## src/pin_share_pkg.sv

```systemverilog
// Package for the video port pin sharing block: register map, field
// positions, reset values, lane numbering and the pad carrier type.
// Assumes a 32-bit APB master and byte addresses as printed.
package pin_share_pkg;

   localparam logic [31:0] VIDEO_SHARE_ADDR = 32'h8000_1400;
   localparam logic [31:0] DEBUG_MODE_ADDR = 32'h8000_1404;
   localparam logic [31:0] ROUTING_ADDR = 32'h8000_1408;
   localparam logic [31:0] ROUTE_STATUS_ADDR = 32'h8000_1410;
   localparam logic [31:0] DIR_LOW_ADDR = 32'h8000_1C40;
   localparam logic [31:0] DIR_HIGH_ADDR = 32'h8000_1C44;

   // Writable bits; everything else reads as zero
   localparam logic [31:0] VIDEO_SHARE_MASK = 32'h8000_0000;
   localparam logic [31:0] DEBUG_MODE_MASK = 32'h4000_0000;
   localparam logic [31:0] ROUTING_MASK = 32'hC0FF_0000;
   localparam logic [31:0] DIR_LOW_MASK = 32'hFFFF_FFFF;
   localparam logic [31:0] DIR_HIGH_MASK = 32'h00FF_FFFF;

   // Debug set at reset keeps every debug-gated lane on video
   localparam logic [31:0] VIDEO_SHARE_RST = 32'h0000_0000;
   localparam logic [31:0] DEBUG_MODE_RST = 32'h4000_0000;
   localparam logic [31:0] ROUTING_RST = 32'h0000_0000;
   localparam logic [31:0] DIR_RST = 32'h0000_0000;

   localparam int VIDEO_IN_OUT_SHARE_BIT = 31;
   localparam int DEBUG_BIT = 30;
   localparam int GPIO_VO1_BIT = 31;
   localparam int GPIO_VO0_BIT = 30;
   localparam int GPIO_VO3_LSB = 21;
   localparam logic [2:0] GPIO_VO3_CODE = 3'h1;
   localparam int GPIO_VO2_BIT = 20;
   localparam int SECOND_SERIAL_BIT = 19;
   localparam int FIRST_SERIAL_BIT = 18;
   localparam int VIDEO_OUT_SHARE_BIT = 17;
   localparam int VIDEO_IN2_SHARE_BIT = 16;
   localparam logic [2:0] SERIAL_FIELD_CLEAR = 3'h0;

   // Lane k carries general-purpose byte k
   localparam int LANES = 7;
   localparam int LANE_VO2 = 0;
   localparam int LANE_VO1 = 1;
   localparam int LANE_VO0 = 2;
   localparam int LANE_VI3 = 3;
   localparam int LANE_VI2 = 4;
   localparam int LANE_VI1 = 5;
   localparam int LANE_VO3 = 6;
   localparam logic [LANES-1:0] LANE_IS_VIDEO_OUT = 7'h47;

   // Serial bits inside the video-in-3 lane
   localparam int SECOND_TX_PIN = 3;
   localparam int SECOND_RX_PIN = 2;
   localparam int FIRST_TX_PIN = 1;
   localparam int FIRST_RX_PIN = 0;

   localparam int STATUS_LANE_LSB = 0;
   localparam int STATUS_FIRST_TX_BIT = 8;
   localparam int STATUS_SECOND_TX_BIT = 9;

   typedef struct packed {
      logic [7:0] drive;
      logic [7:0] enable;
   } pad_lane_t;

   typedef enum {
      SEL_SHARE,
      SEL_DEBUG,
      SEL_ROUTE,
      SEL_STATUS,
      SEL_DIR_LOW,
      SEL_DIR_HIGH,
      SEL_NONE
   } reg_sel_t;

endpackage

```

## src/apb_reg_port.sv

```systemverilog
// APB address decode for the pin sharing registers.
// Assumes an APB3 master; zero wait states, error on unmapped addresses.
`timescale 1ns/100ps
`default_nettype none
module apb_reg_port
   import pin_share_pkg::*;
(
   input wire logic psel,
   input wire logic penable,
   input wire logic pwrite,
   input wire logic [31:0] paddr,
   output reg_sel_t sel,
   output logic wr_en,
   output logic pready,
   output logic pslverr
);

   always_comb
   begin
      unique case (paddr)
         VIDEO_SHARE_ADDR: sel = SEL_SHARE;
         DEBUG_MODE_ADDR: sel = SEL_DEBUG;
         ROUTING_ADDR: sel = SEL_ROUTE;
         ROUTE_STATUS_ADDR: sel = SEL_STATUS;
         DIR_LOW_ADDR: sel = SEL_DIR_LOW;
         DIR_HIGH_ADDR: sel = SEL_DIR_HIGH;
         default: sel = SEL_NONE;
      endcase
   end

   // Every access finishes in its first access cycle
   assign pready = 1'b1;
   assign pslverr = psel && penable && (sel == SEL_NONE);
   assign wr_en = psel && penable && pwrite && (sel != SEL_NONE);

endmodule
`default_nettype wire

```

## src/pad_lane_mux.sv

```systemverilog
// One byte of shared pads: picks per bit between the video function and
// the alternate function, registered toward the pad.
// Assumes pad outputs are resolved to a wire outside this block.
`timescale 1ns/100ps
`default_nettype none
module pad_lane_mux
   import pin_share_pkg::*;
#(
   parameter logic VIDEO_IS_OUTPUT = 1'b1
)
(
   input wire logic clk,
   input wire logic rst_n,
   input wire logic [7:0] alt_sel,
   input wire logic [7:0] video_drive,
   input wire logic [7:0] alt_drive,
   input wire logic [7:0] alt_enable,
   output pad_lane_t pad
);

   localparam logic [7:0] VIDEO_ENABLE = {8{VIDEO_IS_OUTPUT}};

   pad_lane_t pad_d;

   always_comb
   begin
      pad_d.drive = (alt_sel & alt_drive) | (~alt_sel & video_drive);
      pad_d.enable = (alt_sel & alt_enable) | (~alt_sel & VIDEO_ENABLE);
   end

   always_ff @(posedge clk or negedge rst_n)
   begin
      if (!rst_n)
      begin
         pad.drive <= 8'h00;
         pad.enable <= VIDEO_ENABLE;
      end
      else
      begin
         pad <= pad_d;
      end
   end

endmodule
`default_nettype wire

```

## src/video_port_pin_sharing_mux.sv

```systemverilog
// Pin sharing control: APB registers that decide whether video port data
// pads carry video, two serial channels or 56 general-purpose pins.
// Assumes pads, serial engines and the general-purpose engine sit outside.
//
// Notes on behaviour
// - Routing bit 19 puts second serial port on video-in-3 bits 3 and 2.
// - Routing bit 18 puts first serial port on video-in-3 bits 1 and 0.
// - Serial transmit routing only works while video-out share bit 17 is low.
// - Debug bit 30 high keeps debug-gated serial and general-purpose lanes off.
// - Pins 7..0 on video-out-2 when debug low and routing bit 20 high.
// - Direction bit one makes a pin output, zero makes it input.
// - Pins 15..8 on video-out-1 when routing bit 31 and share bit match.
// - Share bit polarity is ambiguous; a parameter picks it.
// - Pins 23..16 on video-out-0 when routing bit 30 and share bit match.
// - Pins 31..24 on video-in-3 when debug low and bits 19..17 zero.
// - Pins 39..32 on video-in-2 when debug low and routing bit 16 low.
// - Pins 47..40 on video-in-1 whenever debug is low.
// - Pins 55..48 on video-out-3 when routing bits 23..21 equal one.
//
// The implementer's own choice: the APB slave port.
`timescale 1ns/100ps
`default_nettype none
module video_port_pin_sharing_mux
   import pin_share_pkg::*;
#(
   // Pad table and field text disagree; table value is the default
   parameter logic VIDEO_SHARE_POLARITY = 1'b1
)
(
   input wire logic CORE_CLK,
   input wire logic NRST,
   input wire logic PSEL,
   input wire logic PENABLE,
   input wire logic PWRITE,
   input wire logic [31:0] PADDR,
   input wire logic [31:0] PWDATA,
   output logic [31:0] PRDATA,
   output logic PREADY,
   output logic PSLVERR,
   input wire logic [7:0] SHARED_PAD_IN [LANES],
   output pad_lane_t SHARED_PAD [LANES],
   input wire logic [7:0] VIDEO_DRIVE [LANES],
   input wire logic [55:0] GPIO_DRIVE,
   output logic [55:0] GPIO_SENSE,
   input wire logic FIRST_SERIAL_TRANSMIT,
   output logic FIRST_SERIAL_RECEIVE,
   input wire logic SECOND_SERIAL_TRANSMIT,
   output logic SECOND_SERIAL_RECEIVE
);

   reg_sel_t sel;
   logic wr_en;
   logic [31:0] video_share_select_q;
   logic [31:0] debug_mode_select_q;
   logic [31:0] pin_function_routing_q;
   logic [31:0] dir_low_q;
   logic [31:0] dir_high_q;
   logic [55:0] gpio_dir;
   logic [LANES-1:0] lane_en;
   logic [31:0] status;
   logic [31:0] prdata_d;
   logic debug_on;
   logic share_ok;
   logic first_serial_route;
   logic second_serial_route;
   logic first_tx_on;
   logic second_tx_on;
   logic video_out_share_select;
   logic [7:0] alt_sel [LANES];
   logic [7:0] alt_drive [LANES];
   logic [7:0] alt_enable [LANES];

   apb_reg_port u_apb_reg_port (
      .psel(PSEL),
      .penable(PENABLE),
      .pwrite(PWRITE),
      .paddr(PADDR),
      .sel(sel),
      .wr_en(wr_en),
      .pready(PREADY),
      .pslverr(PSLVERR)
   );

   always_ff @(posedge CORE_CLK or negedge NRST)
   begin
      if (!NRST)
      begin
         video_share_select_q <= VIDEO_SHARE_RST;
         debug_mode_select_q <= DEBUG_MODE_RST;
         pin_function_routing_q <= ROUTING_RST;
      end
      else if (wr_en)
      begin
         unique case (sel)
            SEL_SHARE: video_share_select_q <= PWDATA & VIDEO_SHARE_MASK;
            SEL_DEBUG: debug_mode_select_q <= PWDATA & DEBUG_MODE_MASK;
            SEL_ROUTE: pin_function_routing_q <= PWDATA & ROUTING_MASK;
            default: ;
         endcase
      end
   end

   always_ff @(posedge CORE_CLK or negedge NRST)
   begin
      if (!NRST)
      begin
         dir_low_q <= DIR_RST;
         dir_high_q <= DIR_RST;
      end
      else if (wr_en && sel == SEL_DIR_LOW)
      begin
         dir_low_q <= PWDATA & DIR_LOW_MASK;
      end
      else if (wr_en && sel == SEL_DIR_HIGH)
      begin
         dir_high_q <= PWDATA & DIR_HIGH_MASK;
      end
   end

   assign gpio_dir = {dir_high_q[23:0], dir_low_q};

   always_comb
   begin
      status = 32'h0000_0000;
      status[STATUS_LANE_LSB +: LANES] = lane_en;
      status[STATUS_FIRST_TX_BIT] = first_tx_on;
      status[STATUS_SECOND_TX_BIT] = second_tx_on;
      unique case (sel)
         SEL_SHARE: prdata_d = video_share_select_q;
         SEL_DEBUG: prdata_d = debug_mode_select_q;
         SEL_ROUTE: prdata_d = pin_function_routing_q;
         SEL_STATUS: prdata_d = status;
         SEL_DIR_LOW: prdata_d = dir_low_q;
         SEL_DIR_HIGH: prdata_d = dir_high_q;
         SEL_NONE: prdata_d = 32'h0000_0000;
      endcase
   end

   // Read data is combinational from registers, valid in the access cycle
   assign PRDATA = (PSEL && !PWRITE) ? prdata_d : 32'h0000_0000;

   assign debug_on = debug_mode_select_q[DEBUG_BIT];
   assign video_out_share_select = pin_function_routing_q[VIDEO_OUT_SHARE_BIT];
   assign first_serial_route = pin_function_routing_q[FIRST_SERIAL_BIT];
   assign second_serial_route = pin_function_routing_q[SECOND_SERIAL_BIT];
   assign share_ok = video_share_select_q[VIDEO_IN_OUT_SHARE_BIT] == VIDEO_SHARE_POLARITY;

   assign second_tx_on = second_serial_route && !video_out_share_select && !debug_on;
   assign first_tx_on = first_serial_route && !video_out_share_select && !debug_on;

   always_comb
   begin
      lane_en[LANE_VO2] = !debug_on && pin_function_routing_q[GPIO_VO2_BIT];
      lane_en[LANE_VO1] = pin_function_routing_q[GPIO_VO1_BIT] && share_ok;
      lane_en[LANE_VO0] = pin_function_routing_q[GPIO_VO0_BIT] && share_ok;
      lane_en[LANE_VI3] = !debug_on && (pin_function_routing_q[SECOND_SERIAL_BIT:
         VIDEO_OUT_SHARE_BIT] == SERIAL_FIELD_CLEAR);
      lane_en[LANE_VI2] = !debug_on && !pin_function_routing_q[VIDEO_IN2_SHARE_BIT];
      lane_en[LANE_VI1] = !debug_on;
      lane_en[LANE_VO3] = pin_function_routing_q[GPIO_VO3_LSB +: 3] == GPIO_VO3_CODE;
   end

   always_comb
   begin
      for (int k = 0; k < LANES; k++)
      begin
         alt_sel[k] = {8{lane_en[k]}};
         alt_drive[k] = GPIO_DRIVE[k*8 +: 8];
         alt_enable[k] = gpio_dir[k*8 +: 8];
      end
      // Receive pins are never driven; the video-in pad is already an input
      if (second_serial_route)
      begin
         alt_sel[LANE_VI3][SECOND_RX_PIN] = 1'b1;
         alt_enable[LANE_VI3][SECOND_RX_PIN] = 1'b0;
      end
      if (first_serial_route)
      begin
         alt_sel[LANE_VI3][FIRST_RX_PIN] = 1'b1;
         alt_enable[LANE_VI3][FIRST_RX_PIN] = 1'b0;
      end
      if (second_tx_on)
      begin
         alt_sel[LANE_VI3][SECOND_TX_PIN] = 1'b1;
         alt_drive[LANE_VI3][SECOND_TX_PIN] = SECOND_SERIAL_TRANSMIT;
         alt_enable[LANE_VI3][SECOND_TX_PIN] = 1'b1;
      end
      if (first_tx_on)
      begin
         alt_sel[LANE_VI3][FIRST_TX_PIN] = 1'b1;
         alt_drive[LANE_VI3][FIRST_TX_PIN] = FIRST_SERIAL_TRANSMIT;
         alt_enable[LANE_VI3][FIRST_TX_PIN] = 1'b1;
      end
   end

   for (genvar k = 0; k < LANES; k++)
   begin : g_lane
      pad_lane_mux #(
         .VIDEO_IS_OUTPUT(LANE_IS_VIDEO_OUT[k])
      ) u_pad_lane_mux (
         .clk(CORE_CLK),
         .rst_n(NRST),
         .alt_sel(alt_sel[k]),
         .video_drive(VIDEO_DRIVE[k]),
         .alt_drive(alt_drive[k]),
         .alt_enable(alt_enable[k]),
         .pad(SHARED_PAD[k])
      );
   end

   // sensed values read zero on lanes not given to general-purpose use
   always_ff @(posedge CORE_CLK or negedge NRST)
   begin
      if (!NRST)
      begin
         GPIO_SENSE <= 56'h00_0000_0000_0000;
      end
      else
      begin
         for (int k = 0; k < LANES; k++)
         begin
            GPIO_SENSE[k*8 +: 8] <= lane_en[k] ? SHARED_PAD_IN[k] : 8'h00;
         end
      end
   end

   // Receivers idle high while unrouted so the engines see no start bit
   always_ff @(posedge CORE_CLK or negedge NRST)
   begin
      if (!NRST)
      begin
         FIRST_SERIAL_RECEIVE <= 1'b1;
         SECOND_SERIAL_RECEIVE <= 1'b1;
      end
      else
      begin
         // receive needs only its route bit
         FIRST_SERIAL_RECEIVE <= first_serial_route ?
            SHARED_PAD_IN[LANE_VI3][FIRST_RX_PIN] : 1'b1;
         // receive needs only its route bit
         SECOND_SERIAL_RECEIVE <= second_serial_route ?
            SHARED_PAD_IN[LANE_VI3][SECOND_RX_PIN] : 1'b1;
      end
   end
endmodule
`default_nettype wire

```

## config.mk

```make
export PLATFORM = sky130hd
export DESIGN_NAME = video_port_pin_sharing_mux
export DESIGN_NICKNAME = d
export VERILOG_FILES = /design/src/pin_share_pkg.sv /design/src/apb_reg_port.sv /design/src/pad_lane_mux.sv /design/src/video_port_pin_sharing_mux.sv
export SDC_FILE = /design/constraint.sdc
export NUM_CORES = 1
export LEC_CHECK = 0
export BUFFER_PORTS_ARGS = -buffer_cell sky130_fd_sc_hd__buf_2
export CAP_MARGIN = 20
export CORE_AREA = 2 2 172 174
export CTS_CLUSTER_DIAMETER = 150
export DETAILED_ROUTE_END_ITERATION = 16
export DIE_AREA = 0 0 174 176
export PLACE_DENSITY = 0.69
export SYNTH_ARGS = -nofsm -noshare
export SYNTH_HDL_FRONTEND = slang
export SYNTH_SLANG_ARGS = --single-unit
```

## constraint.sdc

```tcl
create_clock -name CORE_CLK -period 4.1 [get_ports CORE_CLK]
set_clock_uncertainty 0.1 [all_clocks]
set_input_delay 0.82 -clock CORE_CLK [delete_from_list [all_inputs] [get_ports CORE_CLK]]
set_output_delay 0.82 -clock CORE_CLK [all_outputs]
set_load 0.03 [all_outputs]
```

==> summary.txt <==
Logic synthesis
  • Mapped Cells: 684
  • Yosys cell types: 49
  • Post-synth EDFFs: 0
  • Syn avg cell area: 13.72 sq um
  • Ys flop type: dfrtp_1
  • Syn nets: 923
  • #FFs+latches synth: 238
  • Synth Warn #: 0
  • Cell Area, Synth: 0.009384 sq mm
  • Share of the yosys chip area belonging to registers: 63.93%
  • Asr flop ratio synth: 100.0%

Run
  • Max-cap violations: 0

GRT
  • Initial antenna violation count: 5
  • Grt ovf: 0
  • Vias in the first global route: 7,460
  • Largest net degree at the start of global routing: 110
  • Global-route wire length before repair: 45,330 um
  • GRT Util Overall: 19.47%

Placement
  • Post-DP HPWL: 23,430 um
  • IO Port Bufs: 441
  • Cell Area, Placed: 0.01224 sq mm
  • Placer Congestion: 0.7854

Routing
  • Drt drc: 0
  • DRT antenna net count: 0
  • DRT iter0 DRCs: 298
  • Via count: 7,160
  • First-pass detailed-route iteration total: 4
  • Final wirelength: 30,620 um
  • Avg WL per Cell: 19.63 um
  • Vias per cell: 4.590

STA
  • Final min period: 3981 ps
  • Rel. slew slack: 42.28%
  • Worst slew pin tran: 865.8 ps
  • RSZ-0062 raised after global routing: false
  • Slew Limit Fails: 0
  • Final period util: 97.10%
  • Max Freq: 251.2 MHz
  • Setup TNS Final: 0 ps
  • Hold Fails Final Rpt: 0
  • Final setup violation count: 0

Pwr
  • Leak: 6.732 nW
  • PD cells: 386.8 mW/mm^2
  • Peak VDD IR: 0.0002596 V
  • Total power: 0.005070 W

Worst setup path
  • Setup crit start kind: input port
  • Critical path class: input port to primary output
  • CP required: 3180 ps
  • Critical path capture point type: primary output
  • CP arrival: 3060 ps
  • CP Max Fanout: 9

Floorplanning
  • Die Width: 174 um
  • Die Span Y: 176 um
  • Core ar.: 0.02855 sq mm
  • Die area: 0.03062 sq mm
  • Row count: 62
  • Initial Util: 32.87%
  • Top-Level Pins: 443

CTS
  • Post-CTS Setup Bufs: 0
  • TritonCTS clock tree: yes
  • CTS Hold Bufs: 0
  • Resized cells post-CTS: 0
  • H-tree depth: 1
  • Clock tree root buffer cell: clkbuf_16
  • Worst skew pair latency: 530 ps
  • Total CTS buffers: 26
  • CTS clk-pin slew, worst paths: 60 ps
  • CTS max path bufs: 3
  • CTS Sinks: 238

Finish
  • Layout area overhead: 39.67%
  • Final nets: 1,394
  • Filler Cell Count: 2,687
  • Final Cell Area: 0.01311 sq mm
  • Share of cells above drive strength 1: 58.98%

Min path
  • Worst min path class: input port to async pin

Outcome
  • Outcome: finished clean
worst paths after layout:
check                      depth (start not counted)                              startpoint                                        end  slack [ps]
max reg2reg                                        4  pin_function_routing_q[22]$_DFFE_PN0P_  g_lane[6].u_pad_lane_mux.pad[8]$_DFF_PN0_        1930
max in group asynchronous                          2                                    NRST  g_lane[0].u_pad_lane_mux.pad[3]$_DFF_PN1_        2650
min                                                1                                    NRST  g_lane[0].u_pad_lane_mux.pad[8]$_DFF_PN0_         220
min reg2reg                                        1                dir_low_q[1]$_DFFE_PN0P_  g_lane[0].u_pad_lane_mux.pad[1]$_DFF_PN1_         380
max                                               10                                PADDR[7]                                 PRDATA[30]         120
min in group CORE_CLK                              1                dir_low_q[1]$_DFFE_PN0P_  g_lane[0].u_pad_lane_mux.pad[1]$_DFF_PN1_         380
sequential cells by signal (all words and copies together) (netlist names):
register                   flops
g_lane.u_pad_lane_mux.pad    112
GPIO_SENSE                    56
pin_function_routing_q        10
dir_high_q                    24
SECOND_SERIAL_RECEIVE          1
FIRST_SERIAL_RECEIVE           1
dir_low_q                     32
debug_mode_select_q            1
video_share_select_q           1
cells in the mapped netlist (5+ instances only):
library cell / n / area, sq um
and2_1: 47 / 294.0
and3_1: 23 / 143.9
nor3_1: 6 / 30.03
o21ai_0: 5 / 25.02
nor2_1: 23 / 86.33
dfstp_2: 35 / 919.6
a22oi_1: 8 / 60.06
or2_2: 20 / 125.1
dfrtp_1: 203 / 5080
nand3_1: 8 / 40.04
clkbuf_1: 22 / 82.58
mux2_1: 31 / 349.1
nor2b_1: 17 / 106.4
a21oi_1: 7 / 35.03
nand2b_1: 22 / 137.6
inv_1: 6 / 22.52
mux2_2: 99 / 1115
mux2i_1: 7 / 70.07
nand2_1: 27 / 101.4
buf_4: 5 / 37.54
o22ai_1: 15 / 93.84
per-layer routing:
metal / vias to the layer above / track usage [%] / wire length, um
li1: 3293 / - / -
met4: 4 / 4.657 / 472
met3: 37 / 3.833 / 1904
met1: 3572 / 25.61 / 13040
met2: 254 / 33.25 / 15180
met5: - / 0 / 23
cell usage in the layout, fill, tap and decap left out, drive strengths merged, types with 9 or more instances in the layout:
master / count
o22ai: 15
nand2b: 22
nand3: 9
nand2: 27
and3: 23
nor2: 23
buf: 478
dfstp: 35
nor2b: 17
clkbuf: 39
and2: 47
or2: 21
mux2: 130
dfrtp: 203
power by group:
part / total, W / switching (W) / internal (W)
logic: 0.000365 / 0.000218 / 0.000146
clock network: 0.00231 / 0.000955 / 0.00135
registers: 0.00240 / 0.00000989 / 0.00239
cell families (layout without fill, tap and decap cells):
group           after synthesis  in the layout  synth area share (%)
flops                       238            238                 63.93
buf+inv                      41            532                 2.053
compound gates               41             41                 2.880
xor+xnor                      1              1               0.09335
other cells                   1              2               0.03996
mux                         137            137                 16.35
simple gates                225            225                 14.65
worst max-delay path, cell delays in order:
cell and delay, ps:
buf_2 110, nor4bb_1 440, buf_4 250, nand3_2 170
buf_4 220, nor3_4 180, a31oi_1 100, a221oi_1 370
buf_4 180, buf_2 190
stage by stage:
step | std cells | hold slack [ps] | worst slack (ps) | utilization, %
after floorplan | 684 | 345.7 | 328.2 | -
after global placement | 1511 | 361.2 | 74.62 | 42.89
after detailed placement | 1511 | 365.5 | 78.94 | 42.89
after CTS | 1559 | 255.0 | 76.04 | 45.90
after global routing | 1560 | 284.3 | 30.99 | 45.91
final | 1560 | 222.6 | 119.0 | 45.91
cell type report:
cell class / instances / area [sq um] / area share, %
Sequential cell: 238 / 6000 / 45.78
Multi-Input combinational cell: 405 / 3208 / 24.48
Timing Repair Buffer: 478 / 2532 / 19.32
Clock buffer: 39 / 800.8 / 6.110
Tap cell: 384 / 480.5 / 3.666
Clock inverter: 9 / 60.06 / 0.4582
Inverter: 6 / 22.52 / 0.1718
Antenna cell: 1 / 2.502 / 0.01909
Power figures use the tool's default switching activity.
